`src/include/iwic_pkg.sv`:
```
package iwic_pkg;
    // task-file offsets; reads of 1 and 7 return error and status
    localparam logic [3:0] TF_FEAT   = 4'h1;
    localparam logic [3:0] TF_SECCNT = 4'h2;
    localparam logic [3:0] TF_SECNUM = 4'h3;
    localparam logic [3:0] TF_CYLLO  = 4'h4;
    localparam logic [3:0] TF_CYLHI  = 4'h5;
    localparam logic [3:0] TF_DRVHD  = 4'h6;
    localparam logic [3:0] TF_CMD    = 4'h7;
    localparam logic [3:0] ID_SEL    = 4'h8;
    localparam logic [3:0] ID_LO     = 4'h9;
    localparam logic [3:0] ID_HI     = 4'ha;
    localparam logic [3:0] APM_REG   = 4'hb;

    localparam logic [7:0] OP_IDLE_A   = 8'h97;
    localparam logic [7:0] OP_IDLE_B   = 8'he3;
    localparam logic [7:0] OP_IMM_A    = 8'h95;
    localparam logic [7:0] OP_IMM_B    = 8'he1;
    localparam logic [7:0] OP_SEC_UNLK = 8'hf2;
    localparam logic [7:0] OP_SEC_ERAS = 8'hf4;

    localparam int ST_BSY  = 7;
    localparam int ST_RDY  = 6;
    localparam int ST_ERR  = 0;
    localparam int ER_ABRT = 2;
    localparam int DRV_BIT = 4;

    localparam logic [7:0] APM_RST   = 8'h80;
    localparam logic [2:0] SEC_TRIES = 3'h5;
    localparam int PD_TICK_MS = 5;
    localparam int CLK_KHZ    = 100000;

    // identify word selector values
    localparam logic [2:0] IDX_ERASE = 3'h0;
    localparam logic [2:0] IDX_ENH   = 3'h1;
    localparam logic [2:0] IDX_APM   = 3'h2;
    localparam logic [2:0] IDX_SEC   = 3'h3;
    localparam logic [2:0] IDX_PWR   = 3'h4;
    localparam logic [2:0] IDX_KEY   = 3'h5;
    localparam logic [2:0] IDX_ATA   = 3'h6;
    localparam logic [2:0] IDX_PCC   = 3'h7;

    localparam int SEC_LVL = 8;
    localparam int SEC_ENH = 5;
    localparam int SEC_EXP = 4;
    localparam int SEC_FRZ = 3;
    localparam int SEC_LCK = 2;
    localparam int SEC_EN  = 1;
    localparam int SEC_CAP = 0;
    localparam int PR_VLD  = 15;
    localparam int PR_RSV  = 14;
    localparam int PR_NOXP = 13;
    localparam int PR_XE   = 12;
    localparam int PR_CUR  = 11;
    localparam int KEY_MP  = 0;
    localparam int ATA_PMX = 0;
    localparam int ATA_MMX = 3;
    localparam int ATA_PSL = 6;
    localparam int ATA_MSL = 9;
    localparam int PCC_IO  = 0;
    localparam int PCC_MEM = 3;
    localparam logic [2:0] ADV_MAX = 3'h2;
    localparam logic [2:0] CYC_MAX = 3'h3;

    typedef struct packed {
        logic [3:0] addr;
        logic [7:0] wrData;
        logic       wrEn;
        logic       rdEn;
    } iwic_bus_t;

    typedef struct packed {
        logic [7:0]  eraseNorm;
        logic [7:0]  eraseEnh;
        logic        secSupported;
        logic        enhEraseSup;
        logic        secEnabled;
        logic        secMaxLevel;
        logic        secLocked;
        logic        secFrozen;
        logic        powerValid;
        logic        noLevel1Cmds;
        logic        level1Disabled;
        logic [11:0] maxCurrent;
        logic        mediaProt;
        logic [2:0]  pioMax;
        logic [2:0]  mwMax;
        logic [2:0]  pioSel;
        logic [2:0]  mwSel;
        logic        udmaSel;
        logic [2:0]  ioCycMax;
        logic [2:0]  memCycMax;
    } iwic_cfg_t;

    typedef enum logic [1:0] {PH_READY, PH_BUSY, PH_ENTER} iwic_phase_t;
    typedef enum logic [1:0] {ACT_IDLE, ACT_IMM, ACT_ABORT, ACT_FWD}
        iwic_act_t;

    typedef struct packed {
        iwic_phase_t phase;
        iwic_act_t   act;
        logic        busy;
        logic        err;
        logic        abrt;
        logic        intrq;
        logic        standby;
        logic        pdEn;
        logic        expired;
        logic        cmdValid;
        logic [2:0]  tries;
        logic [2:0]  sel;
        logic [7:0]  pdCnt;
        logic [7:0]  pdReload;
        logic [7:0]  apm;
        logic [7:0]  feat;
        logic [7:0]  secCnt;
        logic [7:0]  secNum;
        logic [7:0]  cylLo;
        logic [7:0]  cylHi;
        logic [7:0]  drvHd;
        logic [7:0]  cmdCode;
        logic [7:0]  rdData;
        logic [19:0] tickCnt;
    } iwic_st_t;
endpackage

```
`src/hdl/iwic_core.sv`:
```
`timescale 1ns/1ns
// Function
// - normal secure erase time code: 0 unspecified, 1-254 x2 min, 255 long
// - report enhanced secure erase time code with the same encoding
// - low byte of power-management word shows current power level setting
// - security bit 8 is one for maximum level with security enabled, zero for high level or disabled
// - security bit 5 set when enhanced erase is supported
// - expired counter sets bit 4, aborts unlock and erase until reset
// - security bits 3..0 show frozen, locked, enabled, feature supported
// - power word bit 15 marks valid description, bit 14 reads zero
// - power bit 13 flags no level-one commands, bit 12 flags them disabled
// - power word low twelve bits hold maximum current in milliamperes
// - key word bit 0 shows media protection support, bits 1-15 zero
// - timing bits 2-0 give max PIO: 0 older word, 1 mode5, 2 mode6
// - timing bits 5-3 give max multiword DMA: 0 older, 1 mode3, 2 mode4
// - timing bits 8-6 give selected PIO mode with the same code
// - timing bits 11-9 give selected multiword DMA; bits 15-12 zero
// - card-bus bits 2-0 give fastest I/O cycle code 0..3
// - card-bus bits 5-3 give fastest memory cycle code; bits 15-6 zero
// - idle with nonzero count loads timer in 5 ms units, enables power down
// - idle with zero count disables power down, still enters idle
// - idle opcodes: set busy, enter idle, clear busy, raise interrupt
// - multiword DMA selection reads zero while ultra DMA is selected
module iwic_core
    import iwic_pkg::*;
#(
    parameter int TICK_CYC = PD_TICK_MS * CLK_KHZ,
    parameter bit DRIVE_ID = 1'b0
) (
    input  wire logic       core_clk,
    input  wire logic       nrst,
    input  wire iwic_bus_t  bus,
    input  wire iwic_cfg_t  cfg,
    input  wire logic       secFail,
    input  wire logic       cmdDone,
    input  wire logic       cmdFail,
    output logic [7:0]      rdData,
    output logic            intrq,
    output logic            standby,
    output logic            cmdValid,
    output logic [7:0]      cmdCode
);

    //--------------------------------------------------------------
    // helpers
    //--------------------------------------------------------------
    function automatic logic isIdle(input logic [7:0] op);
        isIdle = (op == OP_IDLE_A) || (op == OP_IDLE_B);
    endfunction

    function automatic logic isImm(input logic [7:0] op);
        isImm = (op == OP_IMM_A) || (op == OP_IMM_B);
    endfunction

    function automatic logic isGuarded(input logic [7:0] op);
        isGuarded = (op == OP_SEC_UNLK) || (op == OP_SEC_ERAS);
    endfunction

    // reserved codes are never reported; they fall back to zero
    function automatic logic [2:0] clampMode(input logic [2:0] v,
                                             input logic [2:0] mx);
        clampMode = (v > mx) ? 3'h0 : v;
    endfunction

    localparam logic [19:0] TICK_LAST = 20'(TICK_CYC - 1);

    iwic_st_t          st_q;
    iwic_st_t          st_d;
    logic [7:0][15:0]  idw;
    logic [7:0]        stat;
    logic [7:0]        rdMux;
    logic              tick;
    logic              cmdTake;

    assign tick = (st_q.tickCnt == TICK_LAST);
    // command writes while busy or for the other drive are dropped
    assign cmdTake = bus.wrEn && (bus.addr == TF_CMD) && !st_q.busy &&
                     (st_q.drvHd[DRV_BIT] == DRIVE_ID);

    //--------------------------------------------------------------
    // identify words
    //--------------------------------------------------------------
    always_comb begin
        idw = '0;
        idw[IDX_ERASE][7:0] = cfg.eraseNorm;
        idw[IDX_ENH][7:0]   = cfg.eraseEnh;
        idw[IDX_APM][7:0]   = st_q.apm;
        idw[IDX_SEC][SEC_LVL] = cfg.secEnabled & cfg.secMaxLevel;
        idw[IDX_SEC][SEC_ENH] = cfg.enhEraseSup;
        idw[IDX_SEC][SEC_EXP] = st_q.expired;
        idw[IDX_SEC][SEC_FRZ] = cfg.secFrozen;
        idw[IDX_SEC][SEC_LCK] = cfg.secLocked;
        idw[IDX_SEC][SEC_EN]  = cfg.secEnabled;
        idw[IDX_SEC][SEC_CAP] = cfg.secSupported;
        idw[IDX_PWR][PR_VLD]  = cfg.powerValid;
        idw[IDX_PWR][PR_RSV]  = 1'b0;
        idw[IDX_PWR][PR_NOXP] = cfg.noLevel1Cmds;
        idw[IDX_PWR][PR_XE]   = cfg.level1Disabled;
        idw[IDX_PWR][PR_CUR:0] = cfg.maxCurrent;
        idw[IDX_KEY][KEY_MP]  = cfg.mediaProt;
        idw[IDX_ATA][ATA_PMX +: 3] =
            clampMode(cfg.pioMax, ADV_MAX);
        idw[IDX_ATA][ATA_MMX +: 3] =
            clampMode(cfg.mwMax, ADV_MAX);
        idw[IDX_ATA][ATA_PSL +: 3] =
            clampMode(cfg.pioSel, ADV_MAX);
        // only one DMA mode may appear selected
        if (!cfg.udmaSel) begin
            idw[IDX_ATA][ATA_MSL +: 3] =
                clampMode(cfg.mwSel, ADV_MAX);
        end
        idw[IDX_PCC][PCC_IO +: 3] =
            clampMode(cfg.ioCycMax, CYC_MAX);
        idw[IDX_PCC][PCC_MEM +: 3] =
            clampMode(cfg.memCycMax, CYC_MAX);
    end

    //--------------------------------------------------------------
    // read mux
    //--------------------------------------------------------------
    always_comb begin
        stat = '0;
        stat[ST_BSY] = st_q.busy;
        stat[ST_RDY] = !st_q.busy;
        stat[ST_ERR] = st_q.err;
        rdMux = '0;
        case (bus.addr)
            TF_FEAT: begin
                rdMux[ER_ABRT] = st_q.abrt;
            end
            TF_SECCNT: rdMux = st_q.secCnt;
            TF_SECNUM: rdMux = st_q.secNum;
            TF_CYLLO:  rdMux = st_q.cylLo;
            TF_CYLHI:  rdMux = st_q.cylHi;
            TF_DRVHD:  rdMux = st_q.drvHd;
            TF_CMD:    rdMux = stat;
            ID_SEL:    rdMux = {5'h00, st_q.sel};
            ID_LO:     rdMux = idw[st_q.sel][7:0];
            ID_HI:     rdMux = idw[st_q.sel][15:8];
            APM_REG:   rdMux = st_q.apm;
            default:   rdMux = '0;
        endcase
    end

    //--------------------------------------------------------------
    // next state
    //--------------------------------------------------------------
    always_comb begin
        st_d = st_q;
        st_d.cmdValid = 1'b0;
        st_d.tickCnt = tick ? '0 : st_q.tickCnt + 20'h00001;

        if (bus.rdEn) begin
            st_d.rdData = rdMux;
            // status read acknowledges the interrupt
            if (bus.addr == TF_CMD) begin
                st_d.intrq = 1'b0;
            end
        end

        if (bus.wrEn) begin
            case (bus.addr)
                TF_FEAT:   st_d.feat = bus.wrData;
                TF_SECCNT: st_d.secCnt = bus.wrData;
                TF_SECNUM: st_d.secNum = bus.wrData;
                TF_CYLLO:  st_d.cylLo = bus.wrData;
                TF_CYLHI:  st_d.cylHi = bus.wrData;
                TF_DRVHD:  st_d.drvHd = bus.wrData;
                ID_SEL:    st_d.sel = bus.wrData[2:0];
                APM_REG:   st_d.apm = bus.wrData;
                default: begin
                end
            endcase
        end

        // power-down countdown, frozen while a command runs
        if (tick && st_q.pdEn && !st_q.standby && !st_q.busy) begin
            if (st_q.pdCnt <= 8'h01) begin
                st_d.pdCnt = 8'h00;
                st_d.standby = 1'b1;
            end else begin
                st_d.pdCnt = st_q.pdCnt - 8'h01;
            end
        end

        case (st_q.phase)
            PH_READY: begin
                if (cmdTake) begin
                    st_d.busy = 1'b1;
                    st_d.phase = PH_BUSY;
                    st_d.err = 1'b0;
                    st_d.abrt = 1'b0;
                    st_d.cmdCode = bus.wrData;
                    st_d.tickCnt = '0;
                    st_d.pdCnt = st_q.pdReload;
                    // wake at once so the restarted timer is never stale
                    st_d.standby = 1'b0;
                    if (isIdle(bus.wrData)) begin
                        st_d.act = ACT_IDLE;
                        // zero count turns power down off
                        st_d.pdEn = |st_q.secCnt;
                        st_d.pdReload = st_q.secCnt;
                        st_d.pdCnt = st_q.secCnt;
                    end else if (isImm(bus.wrData)) begin
                        st_d.act = ACT_IMM;
                    end else if (st_q.expired && isGuarded(bus.wrData)) begin
                        st_d.act = ACT_ABORT;
                    end else begin
                        st_d.act = ACT_FWD;
                        st_d.cmdValid = 1'b1;
                    end
                end
            end
            PH_BUSY: begin
                if (st_q.act == ACT_FWD) begin
                    if (cmdDone) begin
                        st_d.busy = 1'b0;
                        st_d.intrq = 1'b1;
                        st_d.err = cmdFail;
                        st_d.abrt = cmdFail;
                        st_d.phase = PH_READY;
                    end
                end else begin
                    // idle, immediate and aborted commands wake the card into idle; forwarded ones never reach here
                    st_d.standby = 1'b0;
                    st_d.phase = PH_ENTER;
                end
            end
            PH_ENTER: begin
                st_d.busy = 1'b0;
                st_d.intrq = 1'b1;
                st_d.phase = PH_READY;
                if (st_q.act == ACT_ABORT) begin
                    st_d.err = 1'b1;
                    st_d.abrt = 1'b1;
                end
            end
            default: st_d.phase = PH_READY;
        endcase

        // hard reset is the only way out of the expired state
        if (secFail && !st_q.expired) begin
            st_d.tries = st_q.tries + 3'h1;
            if (st_q.tries == SEC_TRIES - 3'h1) begin
                st_d.expired = 1'b1;
            end
        end
    end

    always_ff @(posedge core_clk) begin
        if (!nrst) begin
            st_q <= '0;
            st_q.apm <= APM_RST;
        end else begin
            st_q <= st_d;
        end
    end

    assign rdData   = st_q.rdData;
    assign intrq    = st_q.intrq;
    assign standby  = st_q.standby;
    assign cmdValid = st_q.cmdValid;
    assign cmdCode  = st_q.cmdCode;
endmodule

```
`config.mk`:
```
export PLATFORM = sky130hd
export DESIGN_NAME = iwic_core
export DESIGN_NICKNAME = d
export VERILOG_FILES = /design/src/include/iwic_pkg.sv /design/src/hdl/iwic_core.sv
export SDC_FILE = /design/constraint.sdc
export NUM_CORES = 1
export LEC_CHECK = 0
export ABC_AREA = 0
export ABC_CLOCK_PERIOD_IN_PS = 2600
export BUFFER_PORTS_ARGS = -buffer_cell sky130_fd_sc_hd__buf_4
export CAP_MARGIN = 15
export CORE_UTILIZATION = 40
export CTS_CLUSTER_SIZE = 10
export DETAILED_ROUTE_END_ITERATION = 6
export PLACE_DENSITY = 0.62
export SLEW_MARGIN = 20
export SYNTH_ARGS = -nofsm -noshare
export SYNTH_HDL_FRONTEND = slang
export SYNTH_SLANG_ARGS = --single-unit
export TNS_END_PERCENT = 5
```
`constraint.sdc`:
```
create_clock -name core_clk -period 2.6 [get_ports core_clk]
set_input_delay 0.26 -clock core_clk [delete_from_list [all_inputs] [get_ports core_clk]]
set_output_delay 0.26 -clock core_clk [all_outputs]
set_load 0.05 [all_outputs]
```
## After elaboration in Yosys (flattened, before gate mapping)

Cells that the tools add are included.

- Bits in registers: 118
- Bits of input ports: 76
- Output and inout port bits: 19
- Word-level logic and storage cells: 139

- $add $sub $neg: 3
- Order comparisons: 8
- Equal/unequal tests: 28
- Multiplexer cells: 41
- Bitwise operators: 5
- Reductions and logical operators: 31

Operators by type and width:

| operator | count |
|---|---|
| $mux 16 | 4 |
| $mux 20 | 3 |
| $bmux 16 s3 | 1 |
| $eq 8x8->1 const B | 6 |
| $pmux 5 s9 | 1 |
| $mux 3 | 7 |
| $add 20x1->20 const B | 1 |
| $eq 20x19->1 const B | 1 |
| $pmux 2 s10 | 1 |
| $reduce_and 2->1 | 10 |
| $gt 3x2->1 const B | 6 |
| $eq 4x3->1 const B | 4 |
| $eq 4x4->1 const B | 4 |
| $mux 8 | 2 |
| $mux 2 | 6 |
| $pmux 1 s10 | 1 |
| $pmux 3 s3 | 1 |
| $eq 4x2->1 const B | 2 |
| $le 8x1->1 const B | 1 |
| $logic_and 1x1->1 | 8 |
| $mux 1 | 8 |
| $mux 4 | 2 |
| $ne 2x2->1 const B | 4 |
| $reduce_or 8->1 | 1 |
| 21 further kinds | 31 |

## Depth between registers and ports, before layout

- Word-level depth: 8
- Depth in mapped cells: 10
- Depth with buffers taken out: 7

## Worst setup path before layout

No wires, ideal clock.

- Path type: input -> register
- From: input bus[13] (netlist bit)
- To: register st_q[12] (netlist bit)
- Library setup time: 117 ps
- Arrival: 1852 ps
- Data required time: 2483 ps
- Slack: 631 ps
- Stages on the path: 10
- Buffers on the path: 3
- Cell sequence: inv_1 ha_1 clkbuf_1 and3b_1 nand3_1 nand2_1 a21o_2 buf_2 buf_2 nor2_1

- Longest elaborated chain between the ends: 6

RTL lines:

| element | RTL line | text |
|---|---|---|
| start, declared | iwic_core.sv:32 | `input wire iwic_bus_t bus,` |
| $eq 4x3->1 | iwic_core.sv:77 | `assign cmdTake = bus.wrEn && (bus.addr == TF_CMD) && !st_q.busy &&` |
| $logic_and 1x1->1 (3 in a row) | iwic_core.sv:77 |  |
| $mux 20 | iwic_core.sv:188 | `if (cmdTake) begin` |
| $mux 20 | iwic_core.sv:186 | `case (st_q.phase)` |
| end signal, assigned | iwic_core.sv:255 | `st_q <= st_d;` |
| end, declared | iwic_core.sv:67 | `iwic_st_t st_q;` |

No other way between the ends.
A chain may end at the register's enable or synchronous reset.

## Worst setup path in the final report

- From: register st_q[14] (netlist bit)
- To: register st_q[105] (netlist bit)

- Longest elaborated chain between the ends: 7

RTL lines:

| element | RTL line | text |
|---|---|---|
| $eq 20x19->1 * | iwic_core.sv:75 | `assign tick = (st_q.tickCnt == TICK_LAST);` |
| $logic_and 1x1->1 * (3 in a row) | iwic_core.sv:177 | `if (tick && st_q.pdEn && !st_q.standby && !st_q.busy) begin` |
| $mux 8 * | iwic_core.sv:177 |  |
| $mux 16 | iwic_core.sv:188 |  |
| $mux 16 * | iwic_core.sv:186 |  |

Mark *: on every way between the ends. The rest lies on a longest branch, timed or not.

==> flow_summary.yaml <==
die:
  die_area_um2: 16100
  start_util_pct: 41.0
  io_pins: 95
  num_rows: 45
  coreArea_um2: 15300
  die_h_um: 127
  die_x_um: 127
drt:
  initialDrtViolationCount: 611
  dr_total_vias: 5807
  drt-vias-per-instance: 5.40
  drc: 0
  dr.pass1.iters: 5
  routed_wl_mm: 17.5
  wl_per_cell_um: 16.3
  ant_nets: 0
power:
  power_density_nw_per_um2: 613
  max-vdd-ir-drop_v: 0.000470
  p_leak_nw: 2.83
final_layout:
  drive_gt1_share_pct: 19.8
  areaGrowthSynthToFinish_pct: 22.9
  antenna_cells: 0
  instances_no_fill: 1075
  final_cell_mix: "nand2_1 (153), dfxtp_1 (117), buf_4 (113), a21oi_1 (75), nor2_1 (58)"
  final_common_cell: "nand2_1"
  num-nets-final: 940
yosys:
  syn_area_per_cell_um2: 7.99
  ys_types: 67
  synth_async_sr_flop_share_pct: 0
  synth_area_leaders: "dfxtp_1 (37%), nand2_1 (9.2%), a21oi_1 (6.0%)"
  yosysSeqAreaShare_pct: 37.4
  syn_nets: 872
  synth_top_area_share_pct: 37.4
  ys_warn_count: 0
  synth_edf_count: 0
  syn_area_um2: 6260
  synth_top_flop_cell: "dfxtp_1"
  syn_inst: 783
  ys_ff_latch: 117
  yosys.area.top_type: "dfxtp_1"
global_routing:
  grtUsageMet2_pct: 36.8
  grt.total_usage_pct: 22.8
  grt_pass1_wl_mm: 28.7
  overflow: 0
  grt_pass1_vias: 5543
  grt_max_degree: 40
  busiest_layer: "met2"
  grt_use_met1_pct: 30.0
  grt_antenna_before_repair: 0
  met3_usage_pct: 5.49
critical_path:
  crit_arrival_ns: 2.47
  worstRegToRegCells: 5
  r2r_start: "st_q[14]"
  ff2ff_setup_slack_ns: 0.48
  crit_fanout: 7
  critPathKind: "flop to flop"
  worstPathRequired_ns: 2.95
  startpoint_type: "flop"
  endpoint_kind: "flop"
  r2r-end: "st_q[105]"
status:
  outcome: "finished clean"
sta:
  worst_slew_pin_slew_ns: 0.747
  slew_violations: 0
  period_share_pct: 81.7
  skew_ns: 0.00832
  rsz0062_at_grt: "no"
  post-route-min-period_ns: 2.12
  max_freq_ghz: 0.471
  setup_viol: 0
  tns_ns: 0
  maxSlewHeadroom_pct: 49.7
  hold_violations: 0
clocking:
  ctsResizeCount: 0
  cts_num_sinks: 117
  cts-hold-fix-buffers: 0
  clk_latency_ns: 0.43
  cts_setup_buffers: 0
  numCtsBuffers: 17
  cts_root_buf: "clkbuf_16"
  cts.path.max_buffers: 2
  cts_tree: "done"
  clk_pin_slew_ns: 0.06
  htree_num_levels: 4
place:
  placed_cells: 1043
  portBuffers: 94
  gp_congestion: 0.807
  place_hpwl_mm: 12.4
hold_path:
  hold_depth: 3
  holdPathEnd: "rdData[7]"
  hp-class: "primary input to flop"
  holdCritStartpoint: "cfg[34]"
flow_run:
  drv_cap: 0
## per-layer routing
layer  vias to the layer above  part of all wire, %
li1                       2878                    -
met1                      2709                   45
met2                       189                   48
met3                        31                  5.9
met4                         0                  1.5
met5                         -                    0
## synth_stat cells, types with 5 or more instances
| cell | count |
|---|---|
| inv_1 | 15 |
| nor3b_1 | 5 |
| nand2_1 | 153 |
| a221oi_1 | 5 |
| xnor2_1 | 8 |
| buf_4 | 16 |
| nor2b_1 | 20 |
| mux2i_1 | 30 |
| a31oi_1 | 15 |
| a21oi_1 | 75 |
| o211ai_1 | 9 |
| nand4_1 | 10 |
| clkbuf_1 | 36 |
| o22ai_1 | 5 |
| ha_1 | 13 |
| nand3b_1 | 5 |
| nor3_1 | 7 |
| dfxtp_1 | 117 |
| nor2_1 | 58 |
| mux4_2 | 8 |
| and3_1 | 5 |
| xor2_1 | 13 |
| nor4_1 | 7 |
| buf_2 | 9 |
| nand3_1 | 27 |
| o21ai_0 | 41 |
| mux2_2 | 5 |
## worst max-delay path, cell delays in order (launching register included)
cell and delay (ns):
dfxtp_1 0.34, or4b_4 0.56, nor4_4 0.33, nand4_2 0.21, or4_1 0.45, a31oi_1 0.16
## worst max-delay path by stage
stage | startpoint | end | slack, ns | cells after the start
6_report | st_q[14] | st_q[105] | 0.48 | 5
5_1_grt | st_q[10] | st_q[101] | 0.31 | 5
4_1_cts | st_q[14] | st_q[105] | 0.48 | 5
3_5_place_dp | st_q[14] | st_q[107] | 0.54 | 5
3_3_place_gp | st_q[10] | st_q[105] | 0.56 | 5
2_1_floorplan | bus[13] | st_q[12] | 0.63 | 10
## flip-flops by register name (all words and copies together) (netlist names)
register,flops
st_q,89
idw,9
cmdCode,8
rdData,8
cmdValid,1
intrq,1
standby,1
## through the flow
step	setup slack, ns	power, mW	area [um^2]	util [%]	hold slack [ns]
2_1_floorplan	0.631	2.08	6260	-	0.403
3_3_place_gp	0.565	2.24	7060	46.3	0.441
3_5_place_dp	0.537	2.24	7060	46.3	0.447
4_1_cts	0.476	4.74	7690	50.4	0.0888
5_1_grt	0.306	4.87	7690	50.4	0.0982
6_report	0.476	4.71	7690	50.4	0.0950
## power by group
group,switching (mW),internal [mW],total (mW),leakage [nW]
Combinational,0.205,0.163,0.368,1.58
Clock,0.854,1.65,2.51,0.306
Sequential,0.0203,1.82,1.84,0.945
Total,1.08,3.63,4.71,2.83
## logic make-up (layout without fill, tap and decap cells)
| logic type | Yosys count | in the layout | share of synthesized area, % |
|---|---|---|---|
| buffers and inverters | 81 | 162 | 6.24 |
| AND/OR/NAND/NOR | 333 | 333 | 25.8 |
| multiplexers | 43 | 43 | 8.58 |
| adder cells (fa/ha/maj) | 13 | 13 | 2.60 |
| AO/OA/AOI/OAI | 175 | 175 | 16.4 |
| XOR/XNOR | 21 | 21 | 2.94 |
| flip-flops | 117 | 117 | 37.4 |
## layout make-up
cell class / instances / area, um^2
clock buffer: 20 / 457
clock inverter: 12 / 176
fill: 1474 / 7570
inverter: 16 / 60.1
multi-input combinational: 585 / 3520
sequential: 117 / 2340
tap: 211 / 264
timing repair buffer: 114 / 868
No activity file was read; power rests on OpenSTA's default activity.
